**src/rtl/alarm_event_pkg.sv**
```systemverilog
// Constants and types shared by the alarm delay, contact input and colour logic.
package alarm_event_pkg;
  localparam int NUM_ALARMS = 3;

  // Register byte offsets.
  localparam logic [7:0] OFS_CONTACT  = 8'h00;
  localparam logic [7:0] OFS_COLOUR   = 8'h04;
  localparam logic [7:0] OFS_COL_HIGH = 8'h08;
  localparam logic [7:0] OFS_COL_LOW  = 8'h0C;
  localparam logic [7:0] OFS_PV       = 8'h10;
  localparam logic [7:0] OFS_SP       = 8'h14;
  localparam logic [7:0] OFS_LATCH    = 8'h18;
  localparam logic [7:0] OFS_KEY      = 8'h1C;
  localparam logic [7:0] OFS_STATUS   = 8'h20;
  localparam logic [7:0] OFS_ON_DLY   = 8'h30;
  localparam logic [7:0] OFS_OFF_DLY  = 8'h40;

  // Field positions.
  localparam int DLY_MIN_LSB    = 8;
  localparam int DLY_SEC_LSB    = 0;
  localparam int ST_BACKLIGHT   = 4;
  localparam int ST_RED         = 5;
  localparam int ST_MSG         = 6;
  localparam int ST_MSG_SEL_LSB = 8;
  localparam int ST_CONTACT     = 12;

  // Contact function codes.
  localparam logic [2:0] FN_NONE      = 3'h0;
  localparam logic [2:0] FN_LATCH     = 3'h1;
  localparam logic [2:0] FN_BACKLIGHT = 3'h2;
  localparam logic [2:0] FN_COLOUR    = 3'h3;
  localparam logic [2:0] FN_MSG1      = 3'h4;

  // Colour mode codes.
  localparam logic [3:0] CM_WHITE   = 4'h0;
  localparam logic [3:0] CM_RED     = 4'h1;
  localparam logic [3:0] CM_AL1     = 4'h2;
  localparam logic [3:0] CM_AL1_INV = 4'h3;
  localparam logic [3:0] CM_AL12    = 4'h4;
  localparam logic [3:0] CM_AL12_INV = 4'h5;
  localparam logic [3:0] CM_PV      = 4'h6;
  localparam logic [3:0] CM_PV_INV  = 4'h7;
  localparam logic [3:0] CM_DEV     = 4'h8;
  localparam logic [3:0] CM_DEV_INV = 4'h9;
  localparam logic [3:0] CM_CONTACT = 4'hA;
  localparam logic [3:0] CM_EXCEED  = 4'hB;
  localparam logic [3:0] CM_OUTLAMP = 4'hC;

  // Reset values.
  localparam logic [2:0] RST_CONTACT_FN = FN_NONE;
  localparam logic [3:0] RST_COLOUR     = CM_WHITE;
  localparam logic       RST_BACKLIGHT  = 1'b1;

  // Delay setting limits.
  localparam logic [6:0] DLY_MAX_MIN = 7'd99;
  localparam logic [5:0] DLY_MAX_SEC = 6'd59;

  // Time base.
  localparam int CLK_PERIOD_NS   = 10;
  localparam int TICK_PERIOD_MS  = 10;
  localparam int TICK_CYCLES_DEF = TICK_PERIOD_MS * 1000000 / CLK_PERIOD_NS;
  localparam int TICKS_PER_SEC   = 1000 / TICK_PERIOD_MS;
  localparam int SEC_PER_MIN     = 60;
  localparam int CONTACT_HOLD_MS = 250;
  localparam int CONTACT_HOLD_TICKS =
    (CONTACT_HOLD_MS + TICK_PERIOD_MS - 1) / TICK_PERIOD_MS + 1;

  typedef enum logic [1:0] {ST_IDLE, ST_ON_WAIT, ST_ON, ST_OFF_WAIT} alarm_state_e;
endpackage

```
**src/rtl/alarm_event_logic.sv**
```systemverilog
// Alarm delay timers, contact input actions and display colour selection.
//
// Decided for this implementation: the AXI4-Lite slave port and the placing of the registers.
`timescale 1ns/1ps
`default_nettype none
module alarm_event_logic
  import alarm_event_pkg::*;
#(
  parameter int unsigned TICK_CYCLES = TICK_CYCLES_DEF
) (
  input  wire logic        clk,
  input  wire logic        nrst,
  input  wire logic [7:0]  s_axi_awaddr,
  input  wire logic        s_axi_awvalid,
  output logic             s_axi_awready,
  input  wire logic [31:0] s_axi_wdata,
  input  wire logic [3:0]  s_axi_wstrb,
  input  wire logic        s_axi_wvalid,
  output logic             s_axi_wready,
  output logic [1:0]       s_axi_bresp,
  output logic             s_axi_bvalid,
  input  wire logic        s_axi_bready,
  input  wire logic [7:0]  s_axi_araddr,
  input  wire logic        s_axi_arvalid,
  output logic             s_axi_arready,
  output logic [31:0]      s_axi_rdata,
  output logic [1:0]       s_axi_rresp,
  output logic             s_axi_rvalid,
  input  wire logic        s_axi_rready,
  input  wire logic        contactPin,
  input  wire logic [2:0]  alarmCond,
  input  wire logic        exceededLamp,
  input  wire logic        outLamp,
  output logic [2:0]       alarmOut,
  output logic             latchRelease,
  output logic             backlightOn,
  output logic             displayRed,
  output logic             messageActive,
  output logic [1:0]       messageSel
);
  logic               awHeld_r;
  logic [7:0]         awAddr_r;
  logic               wHeld_r;
  logic [31:0]        wData_r;
  logic [3:0]         wStrb_r;
  logic               bvalid_r;
  logic [1:0]         bresp_r;
  logic               rvalid_r;
  logic [31:0]        rdata_r;
  logic [1:0]         rresp_r;
  logic               wrDo;
  logic [31:0]        wrVal;
  logic [32:0]        wrReg;
  logic [32:0]        rdReg;
  logic [2:0]         contactFunc_r;
  logic [3:0]         colourMode_r;
  logic signed [15:0] colHigh_r;
  logic signed [15:0] colLow_r;
  logic signed [15:0] pv_r;
  logic signed [15:0] sp_r;
  logic [2:0]         latchEn_r;
  logic [12:0]        onDly_r [NUM_ALARMS];
  logic [12:0]        offDly_r [NUM_ALARMS];
  logic               keyPress_r;
  logic [19:0]        tickCnt_r;
  logic               tick_r;
  logic               sync1_r;
  logic               sync2_r;
  logic               contactLvl_r;
  logic [4:0]         holdCnt_r;
  logic               contactRise_r;
  logic               contactFall_r;
  logic [2:0]         dlyOn;
  logic [2:0]         latched_r;
  logic [2:0]         alarmOut_r;
  logic               latchRelease_r;
  logic               backlightOn_r;
  logic               messageActive_r;
  logic [1:0]         messageSel_r;
  logic               displayRed_r;
  logic               redNxt;
  logic               pvOut;
  logic               devOut;
  logic signed [16:0] dev;

  function automatic logic [12:0] clampDly(input logic [31:0] v);
    logic [6:0] m;
    logic [5:0] s;
    m = v[DLY_MIN_LSB +: 7];
    s = v[DLY_SEC_LSB +: 6];
    if (m > DLY_MAX_MIN)
      m = DLY_MAX_MIN;
    if (s > DLY_MAX_SEC)
      s = DLY_MAX_SEC;
    return {m, s};
  endfunction

  function automatic logic [31:0] dlyWord(input logic [12:0] d);
    logic [31:0] v;
    v = 32'h0;
    v[DLY_MIN_LSB +: 7] = d[12:6];
    v[DLY_SEC_LSB +: 6] = d[5:0];
    return v;
  endfunction

  // Returns the hit flag above the register contents of one address.
  function automatic logic [32:0] regValue(input logic [7:0] a);
    logic [31:0] st;
    logic [32:0] r;
    st = 32'h0;
    st[2:0] = alarmOut_r;
    st[ST_BACKLIGHT] = backlightOn_r;
    st[ST_RED] = displayRed_r;
    st[ST_MSG] = messageActive_r;
    st[ST_MSG_SEL_LSB +: 2] = messageSel_r;
    st[ST_CONTACT] = contactLvl_r;
    r = {1'b0, 32'h0};
    case (a)
      OFS_CONTACT:  r = {1'b1, 29'h0, contactFunc_r};
      OFS_COLOUR:   r = {1'b1, 28'h0, colourMode_r};
      OFS_COL_HIGH: r = {1'b1, 16'h0, colHigh_r};
      OFS_COL_LOW:  r = {1'b1, 16'h0, colLow_r};
      OFS_PV:       r = {1'b1, 16'h0, pv_r};
      OFS_SP:       r = {1'b1, 16'h0, sp_r};
      OFS_LATCH:    r = {1'b1, 29'h0, latchEn_r};
      OFS_KEY:      r = {1'b1, 32'h0};
      OFS_STATUS:   r = {1'b1, st};
      default:
        for (int i = 0; i < NUM_ALARMS; i++)
        begin
          if (a == OFS_ON_DLY + 8'(4 * i))
            r = {1'b1, dlyWord(onDly_r[i])};
          if (a == OFS_OFF_DLY + 8'(4 * i))
            r = {1'b1, dlyWord(offDly_r[i])};
        end
    endcase
    return r;
  endfunction

  function automatic logic [31:0] merge(input logic [31:0] o, input logic [31:0] n,
                                        input logic [3:0] s);
    logic [31:0] m;
    m = o;
    for (int b = 0; b < 4; b++)
      if (s[b])
        m[8*b +: 8] = n[8*b +: 8];
    return m;
  endfunction

  assign s_axi_awready = !awHeld_r;
  assign s_axi_wready  = !wHeld_r;
  assign s_axi_arready = !rvalid_r;
  assign s_axi_bvalid  = bvalid_r;
  assign s_axi_bresp   = bresp_r;
  assign s_axi_rvalid  = rvalid_r;
  assign s_axi_rdata   = rdata_r;
  assign s_axi_rresp   = rresp_r;
  assign wrDo  = awHeld_r && wHeld_r && !bvalid_r;
  assign wrVal = merge(wrReg[31:0], wData_r, wStrb_r);

  // Register contents at the pending write address and at the offered read address.
  always_comb
  begin
    wrReg = regValue(awAddr_r);
    rdReg = regValue({s_axi_araddr[7:2], 2'h0});
  end

  // Write channel: address and data are held until both have arrived.
  always_ff @(posedge clk or negedge nrst)
    if (!nrst)
    begin
      awHeld_r <= 1'b0;
      awAddr_r <= 8'h00;
      wHeld_r  <= 1'b0;
      wData_r  <= 32'h0;
      wStrb_r  <= 4'h0;
      bvalid_r <= 1'b0;
      bresp_r  <= 2'h0;
    end
    else
    begin
      if (s_axi_awvalid && !awHeld_r)
      begin
        awHeld_r <= 1'b1;
        awAddr_r <= {s_axi_awaddr[7:2], 2'h0};
      end
      if (s_axi_wvalid && !wHeld_r)
      begin
        wHeld_r <= 1'b1;
        wData_r <= s_axi_wdata;
        wStrb_r <= s_axi_wstrb;
      end
      if (wrDo)
      begin
        awHeld_r <= 1'b0;
        wHeld_r  <= 1'b0;
        bvalid_r <= 1'b1;
        bresp_r  <= wrReg[32] ? 2'h0 : 2'h2;
      end
      else if (bvalid_r && s_axi_bready)
        bvalid_r <= 1'b0;
    end

  // Read channel answers one cycle after the address is taken.
  always_ff @(posedge clk or negedge nrst)
    if (!nrst)
    begin
      rvalid_r <= 1'b0;
      rdata_r  <= 32'h0;
      rresp_r  <= 2'h0;
    end
    else if (s_axi_arvalid && !rvalid_r)
    begin
      rvalid_r <= 1'b1;
      rdata_r  <= rdReg[31:0];
      rresp_r  <= rdReg[32] ? 2'h0 : 2'h2;
    end
    else if (rvalid_r && s_axi_rready)
      rvalid_r <= 1'b0;

  // Configuration registers.
  always_ff @(posedge clk or negedge nrst)
    if (!nrst)
    begin
      contactFunc_r <= RST_CONTACT_FN;
      colourMode_r  <= RST_COLOUR;
      colHigh_r     <= 16'sh0;
      colLow_r      <= 16'sh0;
      pv_r          <= 16'sh0;
      sp_r          <= 16'sh0;
      latchEn_r     <= 3'h0;
      keyPress_r    <= 1'b0;
      for (int i = 0; i < NUM_ALARMS; i++)
      begin
        onDly_r[i]  <= 13'h0;
        offDly_r[i] <= 13'h0;
      end
    end
    else
    begin
      keyPress_r <= wrDo && (awAddr_r == OFS_KEY) && wrVal[0];
      if (wrDo)
      begin
        case (awAddr_r)
          OFS_CONTACT:  contactFunc_r <= wrVal[2:0];
          OFS_COLOUR:   colourMode_r <= wrVal[3:0];
          OFS_COL_HIGH: colHigh_r <= wrVal[15:0];
          OFS_COL_LOW:  colLow_r <= wrVal[15:0];
          OFS_PV:       pv_r <= wrVal[15:0];
          OFS_SP:       sp_r <= wrVal[15:0];
          OFS_LATCH:    latchEn_r <= wrVal[2:0];
          default:      ;
        endcase
        for (int i = 0; i < NUM_ALARMS; i++)
        begin
          if (awAddr_r == OFS_ON_DLY + 8'(4 * i))
            onDly_r[i] <= clampDly(wrVal);
          if (awAddr_r == OFS_OFF_DLY + 8'(4 * i))
            offDly_r[i] <= clampDly(wrVal);
        end
      end
    end

  // Shared slow time base.
  always_ff @(posedge clk or negedge nrst)
    if (!nrst)
    begin
      tickCnt_r <= 20'h0;
      tick_r    <= 1'b0;
    end
    else
    begin
      tick_r <= (tickCnt_r == 20'(TICK_CYCLES - 1));
      if (tickCnt_r == 20'(TICK_CYCLES - 1))
        tickCnt_r <= 20'h0;
      else
        tickCnt_r <= tickCnt_r + 20'h1;
    end

  // Contact synchroniser and hold qualification.
  always_ff @(posedge clk or negedge nrst)
    if (!nrst)
    begin
      sync1_r       <= 1'b0;
      sync2_r       <= 1'b0;
      contactLvl_r  <= 1'b0;
      holdCnt_r     <= 5'h0;
      contactRise_r <= 1'b0;
      contactFall_r <= 1'b0;
    end
    else
    begin
      sync1_r <= contactPin;
      sync2_r <= sync1_r;
      contactRise_r <= 1'b0;
      contactFall_r <= 1'b0;
      if (sync2_r == contactLvl_r)
        holdCnt_r <= 5'h0;
      else if (tick_r)
      begin
        if (holdCnt_r == 5'(CONTACT_HOLD_TICKS - 1))
        begin
          holdCnt_r     <= 5'h0;
          contactLvl_r  <= sync2_r;
          contactRise_r <= sync2_r;
          contactFall_r <= !sync2_r;
        end
        else
          holdCnt_r <= holdCnt_r + 5'h1;
      end
    end

  // Per-alarm on-delay and off-delay timers.
  for (genvar g = 0; g < NUM_ALARMS; g++)
  begin : gAlarm
    alarm_state_e state_r;
    logic [19:0]  cnt_r;
    logic [19:0]  onT;
    logic [19:0]  offT;
    assign onT  = (20'(onDly_r[g][12:6]) * 20'(SEC_PER_MIN) + 20'(onDly_r[g][5:0]))
                  * 20'(TICKS_PER_SEC);
    assign offT = (20'(offDly_r[g][12:6]) * 20'(SEC_PER_MIN) + 20'(offDly_r[g][5:0]))
                  * 20'(TICKS_PER_SEC);
    assign dlyOn[g] = (state_r == ST_ON) || (state_r == ST_OFF_WAIT);

    always_ff @(posedge clk or negedge nrst)
      if (!nrst)
      begin
        state_r <= ST_IDLE;
        cnt_r   <= 20'h0;
      end
      else
        case (state_r)
          ST_IDLE:
          begin
            cnt_r <= 20'h0;
            if (alarmCond[g])
              state_r <= (onT == 20'h0) ? ST_ON : ST_ON_WAIT;
          end
          ST_ON_WAIT:
            if (!alarmCond[g])
            begin
              state_r <= ST_IDLE;
              cnt_r   <= 20'h0;
            end
            else if (tick_r)
            begin
              if (cnt_r >= onT)
                state_r <= ST_ON;
              else
                cnt_r <= cnt_r + 20'h1;
            end
          ST_ON:
          begin
            cnt_r <= 20'h0;
            if (!alarmCond[g])
              state_r <= (offT == 20'h0) ? ST_IDLE : ST_OFF_WAIT;
          end
          ST_OFF_WAIT:
            if (alarmCond[g])
            begin
              state_r <= ST_ON;
              cnt_r   <= 20'h0;
            end
            else if (tick_r)
            begin
              if (cnt_r >= offT)
                state_r <= ST_IDLE;
              else
                cnt_r <= cnt_r + 20'h1;
            end
          default: state_r <= ST_IDLE;
        endcase

  end

  // Latches: a new alarm wins over a release in the same cycle.
  always_ff @(posedge clk or negedge nrst)
    if (!nrst)
    begin
      latched_r      <= 3'h0;
      alarmOut_r     <= 3'h0;
      latchRelease_r <= 1'b0;
    end
    else
    begin
      latchRelease_r <= contactRise_r && (contactFunc_r == FN_LATCH);
      latched_r  <= (dlyOn & latchEn_r) | (latched_r & {3{!latchRelease_r}});
      alarmOut_r <= dlyOn | (latched_r & latchEn_r);
    end

  // Backlight and message interruption.
  always_ff @(posedge clk or negedge nrst)
    if (!nrst)
    begin
      backlightOn_r   <= RST_BACKLIGHT;
      messageActive_r <= 1'b0;
      messageSel_r    <= 2'h0;
    end
    else
    begin
      if (contactFunc_r == FN_BACKLIGHT)
      begin
        if (contactRise_r)
          backlightOn_r <= 1'b0;
        else if (contactFall_r)
          backlightOn_r <= 1'b1;
      end
      if (contactRise_r && contactFunc_r >= FN_MSG1)
      begin
        messageActive_r <= 1'b1;
        messageSel_r    <= 2'(contactFunc_r - FN_MSG1);
      end
      else if (keyPress_r || (contactFall_r && contactFunc_r >= FN_MSG1))
        messageActive_r <= 1'b0;
    end

  // Colour selection.
  assign dev    = 17'(pv_r) - 17'(sp_r);
  assign devOut = (dev > 17'(colHigh_r)) || (dev < 17'(colLow_r));
  assign pvOut  = (pv_r > colHigh_r) || (pv_r < colLow_r);

  always_comb
    case (colourMode_r)
      CM_WHITE:    redNxt = 1'b0;
      CM_RED:      redNxt = 1'b1;
      CM_AL1:      redNxt = alarmOut_r[0];
      CM_AL1_INV:  redNxt = !alarmOut_r[0];
      CM_AL12:     redNxt = alarmOut_r[0] || alarmOut_r[1];
      CM_AL12_INV: redNxt = !(alarmOut_r[0] || alarmOut_r[1]);
      CM_PV:       redNxt = pvOut;
      CM_PV_INV:   redNxt = !pvOut;
      CM_DEV:      redNxt = devOut;
      CM_DEV_INV:  redNxt = !devOut;
      CM_CONTACT:  redNxt = contactLvl_r && (contactFunc_r == FN_COLOUR);
      CM_EXCEED:   redNxt = exceededLamp;
      CM_OUTLAMP:  redNxt = outLamp;
      default:     redNxt = 1'b0;
    endcase

  always_ff @(posedge clk or negedge nrst)
    if (!nrst)
      displayRed_r <= 1'b0;
    else
      displayRed_r <= redNxt;

  assign alarmOut      = alarmOut_r;
  assign latchRelease  = latchRelease_r;
  assign backlightOn   = backlightOn_r;
  assign displayRed    = displayRed_r;
  assign messageActive = messageActive_r;
  assign messageSel    = messageSel_r;
endmodule
`default_nettype wire

```
**config.mk**
```make
export PLATFORM = sky130hd
export DESIGN_NAME = alarm_event_logic
export DESIGN_NICKNAME = d
export VERILOG_FILES = /design/src/rtl/alarm_event_pkg.sv /design/src/rtl/alarm_event_logic.sv
export SDC_FILE = /design/constraint.sdc
export NUM_CORES = 2
export LEC_CHECK = 0
export BUFFER_PORTS_ARGS = -buffer_cell sky130_fd_sc_hd__buf_2
export CORE_ASPECT_RATIO = 1.1
export CORE_MARGIN = 5
export CORE_UTILIZATION = 44
export CTS_BUF_LIST = sky130_fd_sc_hd__clkbuf_8
export CTS_CLUSTER_DIAMETER = 80
export CTS_CLUSTER_SIZE = 28
export DETAILED_ROUTE_END_ITERATION = 12
export HOLD_SLACK_MARGIN = 0.08
export REMOVE_ABC_BUFFERS = 1
export SLEW_MARGIN = 40
export SYNTH_ARGS = -nofsm -noshare
export SYNTH_HDL_FRONTEND = slang
export SYNTH_SLANG_ARGS = --single-unit
```
**constraint.sdc**
```tcl
create_clock -name clk -period 14.9 [get_ports clk]
set_clock_uncertainty 0.05 [all_clocks]
set_input_delay 2.98 -clock clk [delete_from_list [all_inputs] [get_ports clk]]
set_output_delay 2.98 -clock clk [all_outputs]
set_load 0.02 [all_outputs]
```
==> metrics.txt <==
gr ovfl total=0; area of the die=just under 80,000 µm²; sequential fraction of the synthesis area=0.240; Port-buffer cells=74; Crit. End Element=flip-flop; # nets final=~4,300; DR DRC count=0; YS warnings=0; clk_lat worst skew=0.71 ns; max-cap violations=0; EDFF count, synth=0; Area contributors post-synth=dfrtp_1, ha_1, fa_1; Placer Congestion=~0.94; CTS Buffer Depth=3; setup violators final=0; CP Launch Type=flip-flop; CTS tree=built; Multi-input gate area=22,800 µm²; aggregate global-route resource usage=0.212; Worst Path Max Fanout=12; CP dominant cell by count=ha_1; fmax=about 110 MHz; fraction of layout cells with a size suffix above 1=0.0738; TritonCTS buffer count=26; clk slew on worst S/H paths=0.14 ns; hold slack=0.322 ns; die width=268 µm; Post-Synth XOR/XNOR Area=0.0646; CP arrival=~9.9 ns; utilization after layout=0.471; Post-Synth Adder-Cell Area=0.303; area grow syn2layout=6.66%; minimum clock period after layout=9.42 ns; Iter 0 DRT Violations=between 2,000 and 2,500; post-synthesis cell type count=95; vias per std cell=5.68; Starting Density=0.441; site row count=~100; Syn Inst Count=3,510; first-pass GRT wire length=136,000 µm; slowest stage delay, CP=0.62 ns; Worst slew margin=0.447; DR vias=25,700; Post-Syn Area=32,100 µm²; synthesized area per cell=9.15 µm²; simple-gate share of the synthesized area=0.133; post-synthesis async set-or-reset flop share=1.00; post-synthesis mux area share=0.0293; Crit path required time=15.42 ns; RSZ-0062 raised after global routing=no; vias in the first global route=25,100; top-area cell type share of the netlist area=0.239; critical path type=flip-flop to flip-flop; status=complete, no violations; r2r setup slk=approximately 5.5 ns; setup TNS=0 ns; Root Driver=clkbuf_8; Max Slew Vio Count=0; Final Routed Wirelength=84,600 µm; Yosys reg bits=308; most frequent cells in the layout=ha_1, inv_1, dfrtp_1; top_reg_cell synth=dfrtp_1; WL/cell=18.7 µm; CTS Hold Bufs=0; post-CTS resize count=0; initial antenna violation count=1; main combinational cell family by area after synthesis=adder cells; H-tree levels=1; die height=293 µm; cell type with the largest total area after synthesis=dfrtp_1; most common cell after layout, fill and taps aside=ha_1; Final period util=0.632; Setup Buffers After CTS=0; final hold vios=0; clock sinks=approximately 310; DRT Pass-1 Iters=8; hold crit path type=flip-flop to flip-flop; fillcell total=6,970; # IOs=115; antenna-violating nets left=0; register area=7710 µm²; post-synthesis compound-gate area fraction=0.173; total core area=72,700 µm²; pin count of the biggest net entering global routing=approximately 80; DP HPWL=67,500 µm; slowest stage cell on the critical path=dfrtp_1; worst slew pin tran=0.828 ns
## routing by layer
metal,track usage,vias up,share of wire
met1,0.294,12200,0.45
met3,0.0270,179,0.057
met5,0,-,0
met2,0.345,690,0.46
li1,-,12600,-
met4,0.0723,0,0.036
## cell type report
type | instances | area share
Tap cell | 954 | 0.0349
Antenna cell | 2 | 0.000146
Timing Repair Buffer | 103 | 0.0178
Sequential cell | 308 | 0.225
Multi-Input combinational cell | 2761 | 0.665
Clock buffer | 27 | 0.0109
Clock inverter | 21 | 0.00866
Inverter | 343 | 0.0376
## cell families (layout without fill, tap and decap cells)
logic type               after synthesis  in the layout
buffers and inverters                458            494
AO/OA/AOI/OAI                        849            849
other                                  1             20
XOR/XNOR                             237            237
AND/OR/NAND/NOR                      873            873
multiplexers                          82             82
flip-flops                           308            308
adder cells (fa/ha/maj)              702            702
## per-stage QoR
stage,std cells,setup slack (ns),cell area [µm²]
2_1_floorplan,3412,6.78,31700
3_3_place_gp,4467,5.71,33500
3_5_place_dp,4469,5.57,33600
4_1_cts,4517,5.48,34200
5_1_grt,4518,4.83,34200
6_report,4519,5.48,34200
## synth_stat cells (47+ instances only)
cell type	n
ha_1	575
inv_1	342
dfrtp_1	307
nand2_1	276
a21oi_1	203
nor2_1	201
o21ai_0	158
fa_1	127
xor2_1	125
xnor2_1	112
clkbuf_1	80
nand3_1	79
a21o_1	74
o21ai_1	67
mux2_2	65
and3_1	51
nand4_1	47
## critical path: cells and delay by family (launching register included)
family / cells / cell delay, ns
compound gates: 11 / 2.55
xor+xnor: 1 / 0.23
fa+ha+maj: 9 / 3.69
buf+inv: 2 / 0.11
flops: 1 / 0.62
simple gates: 8 / 2.03
## sequential cells by signal (all words and copies together), names as in the netlist, 5 cells and up
| register | cells |
|---|---|
| colHigh_r | 16 |
| offDly_r | 39 |
| awAddr_r | 6 |
| gAlarm.state_r | 6 |
| colLow_r | 16 |
| onDly_r | 39 |
| wData_r | 16 |
| tickCnt_r | 20 |
| sp_r | 16 |
| s_axi_rdata | 16 |
| gAlarm.cnt_r | 60 |
| holdCnt_r | 5 |
| pv_r | 16 |
## path summary, 6_finish.rpt
path                                    startpoint                              end  cells after the start
max                        onDly_r[34]$_DFFE_PN0P_  gAlarm[0].cnt_r[12]$_DFFE_PN0P_                     31
min                              sync1_r$_DFF_PN0_                sync2_r$_DFF_PN0_                      0
max reg2reg                onDly_r[34]$_DFFE_PN0P_  gAlarm[0].cnt_r[12]$_DFFE_PN0P_                     31
min reg2reg                      sync1_r$_DFF_PN0_                sync2_r$_DFF_PN0_                      0
max in group asynchronous                     nrst  gAlarm[0].cnt_r[15]$_DFFE_PN0P_                      3
min in group asynchronous                     nrst  gAlarm[2].cnt_r[17]$_DFFE_PN0P_                      1
Power is not shown: default switching activity piles up to over one toggle a cycle in this logic, so the estimate is an artifact.
